### src/rtl/sbu_consts.vh
// constants for the sbu path select decoder
`ifndef SBU_CONSTS_VH
`define SBU_CONSTS_VH
// strap level codes from the three-level resolver
`define SBU_LVL_LOW        2'h0
`define SBU_LVL_MID        2'h1
`define SBU_LVL_HIGH       2'h2
// path codes (select field value)
`define SBU_PATH_B         2'h0
`define SBU_PATH_AUDIO     2'h1
`define SBU_PATH_C         2'h2
`define SBU_PATH_A         2'h3
// one-hot switch bit positions
`define SBU_SW_B_STR       0
`define SBU_SW_B_SWP       1
`define SBU_SW_AUDIO       2
`define SBU_SW_C_STR       3
`define SBU_SW_A_STR       4
`define SBU_SW_A_SWP       5
`define SBU_SW_W           6
// timing, ns, at 25 MHz (40 ns period)
`define SBU_CLK_NS         40
`define SBU_DEB_NS         150
`define SBU_BBM_NS         1300
`define SBU_DEB_CYC        ((`SBU_DEB_NS + `SBU_CLK_NS - 1) / `SBU_CLK_NS)
`define SBU_BBM_CYC        ((`SBU_BBM_NS + `SBU_CLK_NS - 1) / `SBU_CLK_NS)
`endif

### src/rtl/sbu_debounce.v
// debounce filter for a group of static control pins
`timescale 1ns/100ps
`include "sbu_consts.vh"

module sbu_debounce #(
    parameter W   = 4,
    parameter CYC = `SBU_DEB_CYC
) (
    input  wire         core_clk,
    input  wire         rst_b,
    input  wire         hold,
    input  wire [W-1:0] raw,
    output reg  [W-1:0] stable_r
);

    reg [W-1:0] cand_r;
    reg [7:0]   cnt_r;

    // a level must stand unchanged for the whole count before it is taken
    always @(posedge core_clk or negedge rst_b) begin
        if (!rst_b) begin
            cand_r   <= {W{1'b0}};
            cnt_r    <= 8'h00;
            stable_r <= {W{1'b0}};
        end else if (hold) begin
            cand_r <= raw;
            cnt_r  <= 8'h00;
        end else if (raw != cand_r) begin
            cand_r <= raw;
            cnt_r  <= 8'h00;
        end else if (cnt_r < CYC[7:0]) begin
            cnt_r <= cnt_r + 8'h01;
        end else begin
            stable_r <= cand_r;
        end
    end

endmodule // sbu_debounce

### src/rtl/sbu_path_select_decoder.v
// control decode for the sbu passive multiplexer
`timescale 1ns/100ps
`include "sbu_consts.vh"

module sbu_path_select_decoder #(
    parameter THREE_WAY = 1'b0,
    parameter BBM_CYC   = `SBU_BBM_CYC
) (
    input  wire       core_clk,
    input  wire       rst_b,
    input  wire       output_enable_n,
    input  wire       strap_is_mid,
    input  wire       strap_is_high,
    input  wire       path_select_bit1,
    input  wire       path_select_bit0,
    input  wire       polarity_swap_pin,
    input  wire [1:0] switch_select_field,
    input  wire       swap_select_field,
    input  wire       chip_enable_bit,
    output reg        reg_mode_r,
    output reg        addr_second_r,
    output reg        bus_active_r,
    output reg        sw_b_straight_r,
    output reg        sw_b_swapped_r,
    output reg        sw_audio_r,
    output reg        sw_c_straight_r,
    output reg        sw_a_straight_r,
    output reg        sw_a_swapped_r,
    output reg        bbm_busy_r
);

    ////////////////////////////////////////////////////////////////////
    // decode helpers

    // map select code plus swap onto one switch; audio and lane c ignore
    // the swap because those paths have no crossed variant
    function [`SBU_SW_W-1:0] sbu_decode;
        input [1:0] path;
        input       swap;
        begin
            sbu_decode = {`SBU_SW_W{1'b0}};
            case (path)
                `SBU_PATH_B: begin
                    if (swap)
                        sbu_decode[`SBU_SW_B_SWP] = 1'b1;
                    else
                        sbu_decode[`SBU_SW_B_STR] = 1'b1;
                end
                `SBU_PATH_AUDIO: begin
                    sbu_decode[`SBU_SW_AUDIO] = 1'b1;
                end
                `SBU_PATH_C: begin
                    sbu_decode[`SBU_SW_C_STR] = 1'b1;
                end
                default: begin
                    if (swap)
                        sbu_decode[`SBU_SW_A_SWP] = 1'b1;
                    else
                        sbu_decode[`SBU_SW_A_STR] = 1'b1;
                end
            endcase
        end
    endfunction

    ////////////////////////////////////////////////////////////////////
    // debounce of pins and strap

    wire [4:0] pins_raw;
    wire [4:0] pins_deb;

    assign pins_raw = {strap_is_high, strap_is_mid, path_select_bit1,
                       path_select_bit0, polarity_swap_pin};

    sbu_debounce #(
        .W   (5),
        .CYC (`SBU_DEB_CYC)
    ) u_deb (
        .core_clk (core_clk),
        .rst_b    (rst_b),
        .hold     (output_enable_n),
        .raw      (pins_raw),
        .stable_r (pins_deb)
    );

    ////////////////////////////////////////////////////////////////////
    // mode and target selection

    reg  [1:0]          lvl;
    reg  [1:0]          sel_path;
    reg                 sel_swap;
    wire [`SBU_SW_W-1:0] target;
    wire                sw_allowed;

    // high wins when both comparator outputs claim a level
    always @* begin
        if (pins_deb[4])
            lvl = `SBU_LVL_HIGH;
        else if (pins_deb[3])
            lvl = `SBU_LVL_MID;
        else
            lvl = `SBU_LVL_LOW;
    end

    always @* begin
        if (lvl != `SBU_LVL_LOW) begin
            sel_path = switch_select_field;
            sel_swap = swap_select_field;
        end else begin
            sel_path = pins_deb[2:1];
            sel_swap = THREE_WAY ? pins_deb[0] : 1'b0;
        end
    end

    // disabled or reset means every switch open
    assign sw_allowed = !output_enable_n &&
                        (lvl == `SBU_LVL_LOW || chip_enable_bit);
    assign target = sw_allowed ? sbu_decode(sel_path, sel_swap)
                               : {`SBU_SW_W{1'b0}};

    ////////////////////////////////////////////////////////////////////
    // break-before-make sequencer

    localparam ST_IDLE  = 2'h0;
    localparam ST_BREAK = 2'h1;

    reg [1:0]           state_r;
    reg [1:0]           state_nxt;
    reg [`SBU_SW_W-1:0] sw_r;
    reg [`SBU_SW_W-1:0] sw_nxt;
    reg [`SBU_SW_W-1:0] pend_r;
    reg [`SBU_SW_W-1:0] pend_nxt;
    reg [7:0]           gap_r;
    reg [7:0]           gap_nxt;

    // the gap restarts if the target moves again mid-break, so the new
    // path never closes before a full gap with everything open
    always @* begin
        state_nxt = state_r;
        sw_nxt    = sw_r;
        pend_nxt  = pend_r;
        gap_nxt   = gap_r;
        case (state_r)
            ST_IDLE: begin
                if (target != sw_r) begin
                    if (sw_r == {`SBU_SW_W{1'b0}}) begin
                        sw_nxt = target;
                    end else begin
                        sw_nxt    = {`SBU_SW_W{1'b0}};
                        pend_nxt  = target;
                        gap_nxt   = 8'h00;
                        state_nxt = ST_BREAK;
                    end
                end
            end
            ST_BREAK: begin
                if (target != pend_r) begin
                    pend_nxt = target;
                    gap_nxt  = 8'h00;
                end else if (gap_r < BBM_CYC[7:0] - 8'h01) begin
                    gap_nxt = gap_r + 8'h01;
                end else begin
                    sw_nxt    = pend_r;
                    state_nxt = ST_IDLE;
                end
            end
            default: begin
                sw_nxt    = {`SBU_SW_W{1'b0}};
                state_nxt = ST_IDLE;
            end
        endcase
    end

    always @(posedge core_clk or negedge rst_b) begin
        if (!rst_b) begin
            state_r <= ST_IDLE;
            sw_r    <= {`SBU_SW_W{1'b0}};
            pend_r  <= {`SBU_SW_W{1'b0}};
            gap_r   <= 8'h00;
        end else begin
            state_r <= state_nxt;
            sw_r    <= sw_nxt;
            pend_r  <= pend_nxt;
            gap_r   <= gap_nxt;
        end
    end

    ////////////////////////////////////////////////////////////////////
    // registered outputs

    always @(posedge core_clk or negedge rst_b) begin
        if (!rst_b) begin
            reg_mode_r      <= 1'b0;
            addr_second_r   <= 1'b0;
            bus_active_r    <= 1'b0;
            sw_b_straight_r <= 1'b0;
            sw_b_swapped_r  <= 1'b0;
            sw_audio_r      <= 1'b0;
            sw_c_straight_r <= 1'b0;
            sw_a_straight_r <= 1'b0;
            sw_a_swapped_r  <= 1'b0;
            bbm_busy_r      <= 1'b0;
        end else begin
            reg_mode_r      <= (lvl != `SBU_LVL_LOW);
            addr_second_r   <= (lvl == `SBU_LVL_HIGH);
            bus_active_r    <= !output_enable_n &&
                               (lvl != `SBU_LVL_LOW);
            sw_b_straight_r <= sw_nxt[`SBU_SW_B_STR];
            sw_b_swapped_r  <= sw_nxt[`SBU_SW_B_SWP];
            sw_audio_r      <= sw_nxt[`SBU_SW_AUDIO];
            sw_c_straight_r <= sw_nxt[`SBU_SW_C_STR];
            sw_a_straight_r <= sw_nxt[`SBU_SW_A_STR];
            sw_a_swapped_r  <= sw_nxt[`SBU_SW_A_SWP];
            bbm_busy_r      <= (state_nxt == ST_BREAK);
        end
    end

endmodule // sbu_path_select_decoder

### config.mk
export PLATFORM = sky130hd
export DESIGN_NAME = sbu_path_select_decoder
export DESIGN_NICKNAME = d
export VERILOG_FILES = /design/src/rtl/sbu_debounce.v /design/src/rtl/sbu_path_select_decoder.v
export VERILOG_INCLUDE_DIRS = /design/src /design/src/rtl
export SDC_FILE = /design/constraint.sdc
export NUM_CORES = 1
export LEC_CHECK = 0
export BUFFER_PORTS_ARGS = -buffer_cell sky130_fd_sc_hd__buf_2
export CORE_ASPECT_RATIO = 1.25
export CORE_MARGIN = 4
export CORE_UTILIZATION = 40
export CTS_CLUSTER_DIAMETER = 40
export CTS_CLUSTER_SIZE = 8
export DETAILED_ROUTE_END_ITERATION = 8
export PLACE_DENSITY = 0.6
export SYNTH_ARGS = -nofsm -noshare
export SYNTH_HDL_FRONTEND = slang
export SYNTH_SLANG_ARGS = --single-unit
### constraint.sdc
create_clock -name core_clk -period 2.9 [get_ports core_clk]
set_clock_uncertainty 0.1 [all_clocks]
set_input_delay 0.58 -clock core_clk [delete_from_list [all_inputs] [get_ports core_clk]]
set_output_delay 0.58 -clock core_clk [all_outputs]
set_load 0.02 [all_outputs]
Word-level counts from Yosys, hierarchy flattened
Cells that the tools add are included.
W data, S select, Z words.

cells by class
  bitwise logic cells = 3
  equality and inequality tests = 12
  $add $sub $neg = 2
  reductions and logical operators = 16
  mux-type cells = 35
  magnitude comparators = 2

operators with widths
  cell                   number
  $mux W8                7
  $mux W6                8
  $pmux W6 S2            2
  $add A8 B1 Y8 const B  2
  $mux W2                8
  $pmux W8 S2            1
  $ne A6 B6 Y1           2
  $mux W5                2
  $lt A8 B3 Y1 const B   1
  $lt A8 B6 Y1 const B   1
  $reduce_and A4 Y1      2
  $eq A2 B1 Y1 const B   3
  $logic_not A2 Y1       3
  $logic_not A6 Y1       1
  $mux W1                6
  $ne A2 B2 Y1 const B   3
  $reduce_bool A2 Y1     3
  $ne A5 B5 Y1           1
  $eq A2 B2 Y1 const B   2
  $pmux W2 S2            1
  $ne A3 B3 Y1 const B   1
  $not A1 Y1             3
  $reduce_and A3 Y1      1
  $reduce_bool A3 Y1     1
  4 further kinds        5

storage, ports and cells
  output and inout bits = 10
  flip-flop bits (word level) = 50

Longest topological paths before layout
  depth after elaboration = 12
  gate-level depth with buffers = 9
  gate-level depth less buffers = 8

By module
Synthesis repeated with hierarchy kept, for this count alone.

unflattened totals
  cell total of the unflattened synthesis = 204
  area total of the unflattened synthesis = 2,317.2 um^2

by module, submodules not included
  module                   seq. area each (um^2)  cells each  area each (um^2)  times used
  sbu_path_select_decoder  650.6                  151         1,596.5           1
  sbu_debounce             450.4                  53          720.7             1

Least setup slack after synthesis
No wires, ideal clock.

  kind = input -> register
  from = input output_enable_n
  to = register pend_r[0]
  slack = 0.275 ns
  stages = 8
  path buffers = 1
  arrival time = 2.400 ns
  required time = 2.675 ns
  cells stage by stage = buf_4 -> nor4b_1 -> a22oi_2 -> xnor2_1 -> a311oi_2 -> a21oi_1 -> nor2_4 -> mux2_2

on the way
  cells in the longest elaborated chain, start to end = 6

ends and longest elaborated chain
  element                                                            RTL line                       text
  start, declared                                                    sbu_path_select_decoder.v:11   input wire output_enable_n,
  $logic_not A1 Y1 *                                                 sbu_path_select_decoder.v:115  assign sw_allowed = !output_enable_n &&
  $logic_and A1 B1 Y1 *                                              sbu_path_select_decoder.v:115
  $mux W6 *                                                          sbu_path_select_decoder.v:117  assign target = sw_allowed ? sbu_decode(sel_path, sel_swap)
  $ne A6 B6 Y1, or another cell as far along                         sbu_path_select_decoder.v:156  if (target != pend_r) begin
  $ne A2 B2 Y1 (no source line) or $mux W6 (tied branches)           -
  $reduce_and A4 Y1 (no source line) or $pmux W6 S2 (tied branches)  -
  end signal, assigned                                               sbu_path_select_decoder.v:177  pend_r <= {`SBU_SW_W{1'b0}};
  end signal, assigned                                               sbu_path_select_decoder.v:182  pend_r <= pend_nxt;
  end, declared                                                      sbu_path_select_decoder.v:130  reg [`SBU_SW_W-1:0] pend_r;

Every way passes the cells marked *; elsewhere a longest branch is shown, timed or not. The select of a mux whose other input is x is not followed.
A chain may end at the register's enable or synchronous reset.

Worst setup path in the final report
  from = register u_deb.stable_r[3]
  to = register pend_r[0]

on the way
  cells in the longest elaborated chain, start to end = 11

ends and longest elaborated chain
  element                                     RTL line                                                      text
  start, declared                             sbu_debounce.v:13                                             output reg [W-1:0] stable_r
  start signal, assigned                      sbu_debounce.v:24                                             stable_r <= {W{1'b0}};
  start signal, assigned                      sbu_debounce.v:34                                             stable_r <= cand_r;
  $mux W1 *                                   sbu_path_select_decoder.v:98                                  else if (pins_deb[3])
  $mux W2 *                                   sbu_path_select_decoder.v:96                                  if (pins_deb[4])
  $reduce_bool A2 Y1 (no source line)         -
  $mux W2                                     sbu_path_select_decoder.v:105                                 if (lvl != `SBU_LVL_LOW) begin
  $eq A2 B2 Y1, or another cell as far along  sbu_path_select_decoder.v:42                                  case (path)
  $reduce_or A3 Y1 (no source line)           -
  $mux W2                                     sbu_path_select_decoder.v:42
  $mux W6 *                                   sbu_path_select_decoder.v:117
  $ne A6 B6 Y1, on equally long branches      sbu_path_select_decoder.v:156, sbu_path_select_decoder.v:144
  $ne A2 B2 Y1 (no source line)               -
  $reduce_and A4 Y1 (no source line)          -

Marks and branches as above.

==> results_dict.tcl <==
set metrics [dict create \
    vias 1675 \
    htree_levels 2 \
    crit_family "simple AND/OR/NAND/NOR gates" \
    wire_per_inst_um 14.5 \
    insertion_delay_ps 290 \
    cts_tree "built" \
    drive_gt1_share_pct 26.6 \
    path_clk_slew_ps 80 \
    synth_top_cell_area_share_pct 47.9 \
    post-route-min-period_ps 2700 \
    outcome "finished clean" \
    fin_nets 257 \
    drc 0 \
    worst_pin_slew_ps 952 \
    synth_compound_area_share_pct 12.9 \
    ys_types 53 \
    max_stage_delay_ps 460 \
    cp.required_ps 2980 \
    path_class "reg2reg" \
    synth_flop_cell "dfrtp_1" \
    synthCells 210 \
    muxShareOfSynthArea_pct 8.57 \
    fin_cells 308 \
    gp_congestion 0.779 \
    setup_viol 0 \
    track_usage_pct 14.4 \
    antenna_found_initial 0 \
    synth_warnings 0 \
    wirelength_um 4460 \
    grt_pass1_wl_um 7820 \
    grt_pass1_vias 1706 \
    hold_buffers 0 \
    vdd_ir_drop_max_uv 296 \
    ctsResizeCount 0 \
    period_share_pct 93.1 \
    synth_area_leader_cell "dfrtp_1" \
    clockBufferDepth 2 \
    synth_xor_area_share_pct 3.12 \
    drt_iter0_markers 89 \
    antenna_left 0 \
    fin_area_um2 2610 \
    first_pass_iters 4 \
    clockRootBuffer "clkbuf_8" \
    rows 30 \
    pre_cts_ws_ps 2.84 \
    path_buf_inv 1 \
    num_io_pins 22 \
    post-dp-hpwl_um 3320 \
    coreArea_um2 5440 \
    grt_overflow_total 0 \
    end_kind "flop" \
    cts_inserted_buffers 5 \
    start_util_pct 41.3 \
    hold_viol_final 0 \
    rsz0062_at_grt "no" \
    syn-num-nets 224 \
    area_growth_syn_to_layout_pct 16.3 \
    drv_slew 0 \
    syn_area_um2 2250 \
    yosysMostFrequentCell "dfrtp_1" \
    critical_path.cell_chain "nor2_4, mux2_2, or4_1, nand3_1, a21oi_1, buf_4, nor2_4, mux2_2" \
    avgSynthCellArea_um2 10.7 \
    synth_edf_count 0 \
    cp_slowest_cell "or4_1" \
    async_flop_share_pct 100 \
    viasPerCell 5.44 \
    post_cts_buffers 0 \
    startpoint_type "flop" \
    leakage_nw 1.30 \
    hold_ws_ps 312 \
    cap_violations 0 \
    die-height_um 91.8 \
    hold_path_class "in2reg" \
    synth_fa_ha_area_share_pct 1.11 \
    clock.fmax_ghz 0.370 \
    crit_fanout 8 \
    die_x_um 75.0 \
    place_area_um2 2490 \
    ys_ff_latch 43 \
    antenna_cells 0 \
    final.setup.tns_ps 0 \
    grt_max_degree 44 \
    synth_common_cells "43 x dfrtp_1, 11 x nand3_1, 11 x nor2_1, 9 x mux2_2, 9 x nand2_1" \
    power.density_nw_per_um2 585 \
    seq_area_frac_synth_pct 47.9 \
    cts.sinks 43 \
    dieArea_um2 6890 \
    port_buffers 21 \
    worst_slack_ps 199 \
    synth-simple-area-share_pct 23.1 \
    synth_top_family_by_area "simple AND/OR/NAND/NOR gates" \
    relSlewSlack_pct 36.6 \
    worstPathArrival_ps 2780 \
    synth_area_leaders "dfrtp_1 48%, mux2_2 4.5%, mux2i_1 3.6%, nand3b_1 2.7%, nand3_1 2.4%" \
    placedCellCount 300 \
]
==> final timing paths <==
kind | from | endpoint | slack (ps) | depth (start not counted)
setup / recovery | u_deb.stable_r[3] | pend_r[0] | 200 | 8
hold / removal | strap_is_mid | u_deb.cand_r[3] | 310 | 1
setup reg to reg | u_deb.stable_r[3] | pend_r[0] | 200 | 8
hold reg to reg | state_r[1] | sw_r[2] | 390 | 1
max in group asynchronous | rst_b | u_deb.cnt_r[3] | 1780 | 1
min in group asynchronous | rst_b | sw_r[4] | 330 | 1
==> placed cells by master (no fill, tap or decap), types with 4 or more instances in the layout <==
master    instances
a21oi_1           6
and2_1            8
buf_4            14
inv_1             6
mux2_2            9
dfrtp_1          43
a21o_1            7
nand2b_1          4
xnor2_1           6
buf_2            21
nand2_1           9
nor2_1           11
mux2i_1           8
nor3_1            7
nand3b_1          8
o21ai_0           5
nand3_1          11
clkbuf_8          6
or3_1             4
==> registers in the layout (all words and copies together), names as in the netlist <==
signal          cells
gap_r               8
bbm_busy_r          1
sw_r                5
u_deb.stable_r      4
u_deb.cand_r        5
bus_active_r        1
pend_r              6
sw_a_swapped_r      1
addr_second_r       1
reg_mode_r          1
u_deb.cnt_r         8
state_r             2
==> cell type report <==
type,instances,area [µm²]
clock buffers,6,82.6
clock inverters,2,38.8
fillers,497,2830
inverters,7,26.3
multi-input cells,151,1100
flip-flops and latches,43,1080
well taps,64,80.1
repair buffers,35,210
==> metrics by stage <==
| step | total power [mW] | util (%) |
|---|---|---|
| finish | 1.53 | 48.0 |
| global route | 1.62 | 48.0 |
| CTS | 1.55 | 48.0 |
| detailed placement | 1.05 | 45.8 |
| global placement | 1.05 | 45.8 |
| floorplan | 0.913 | - |
==> where the power goes <==
part           switching (mW)  internal [mW]  total [mW]
registers              0.0428          0.640       0.683
logic                   0.192          0.158       0.350
clock network           0.212          0.283       0.496
==> kinds of logic (layout without fill, tap and decap cells) <==
logic type / count (synthesis) / after routing
multiplexers: 18 / 18
flip-flops: 43 / 43
AND/OR/NAND/NOR: 85 / 85
other: 1 / 1
buffers and inverters: 16 / 50
XOR/XNOR: 8 / 8
AO/OA/AOI/OAI: 37 / 37
adder cells (fa/ha/maj): 2 / 2
==> per-layer routing <==
| metal | track usage [%] | wire length [µm] |
|---|---|---|
| met1 | 19.3 | 2040 |
| met2 | 23.3 | 2210 |
| met3 | 2.74 | 151 |
| met4 | 4.15 | 61 |
| met5 | 0 | 0 |
No activity file was read; power rests on OpenSTA's default activity.
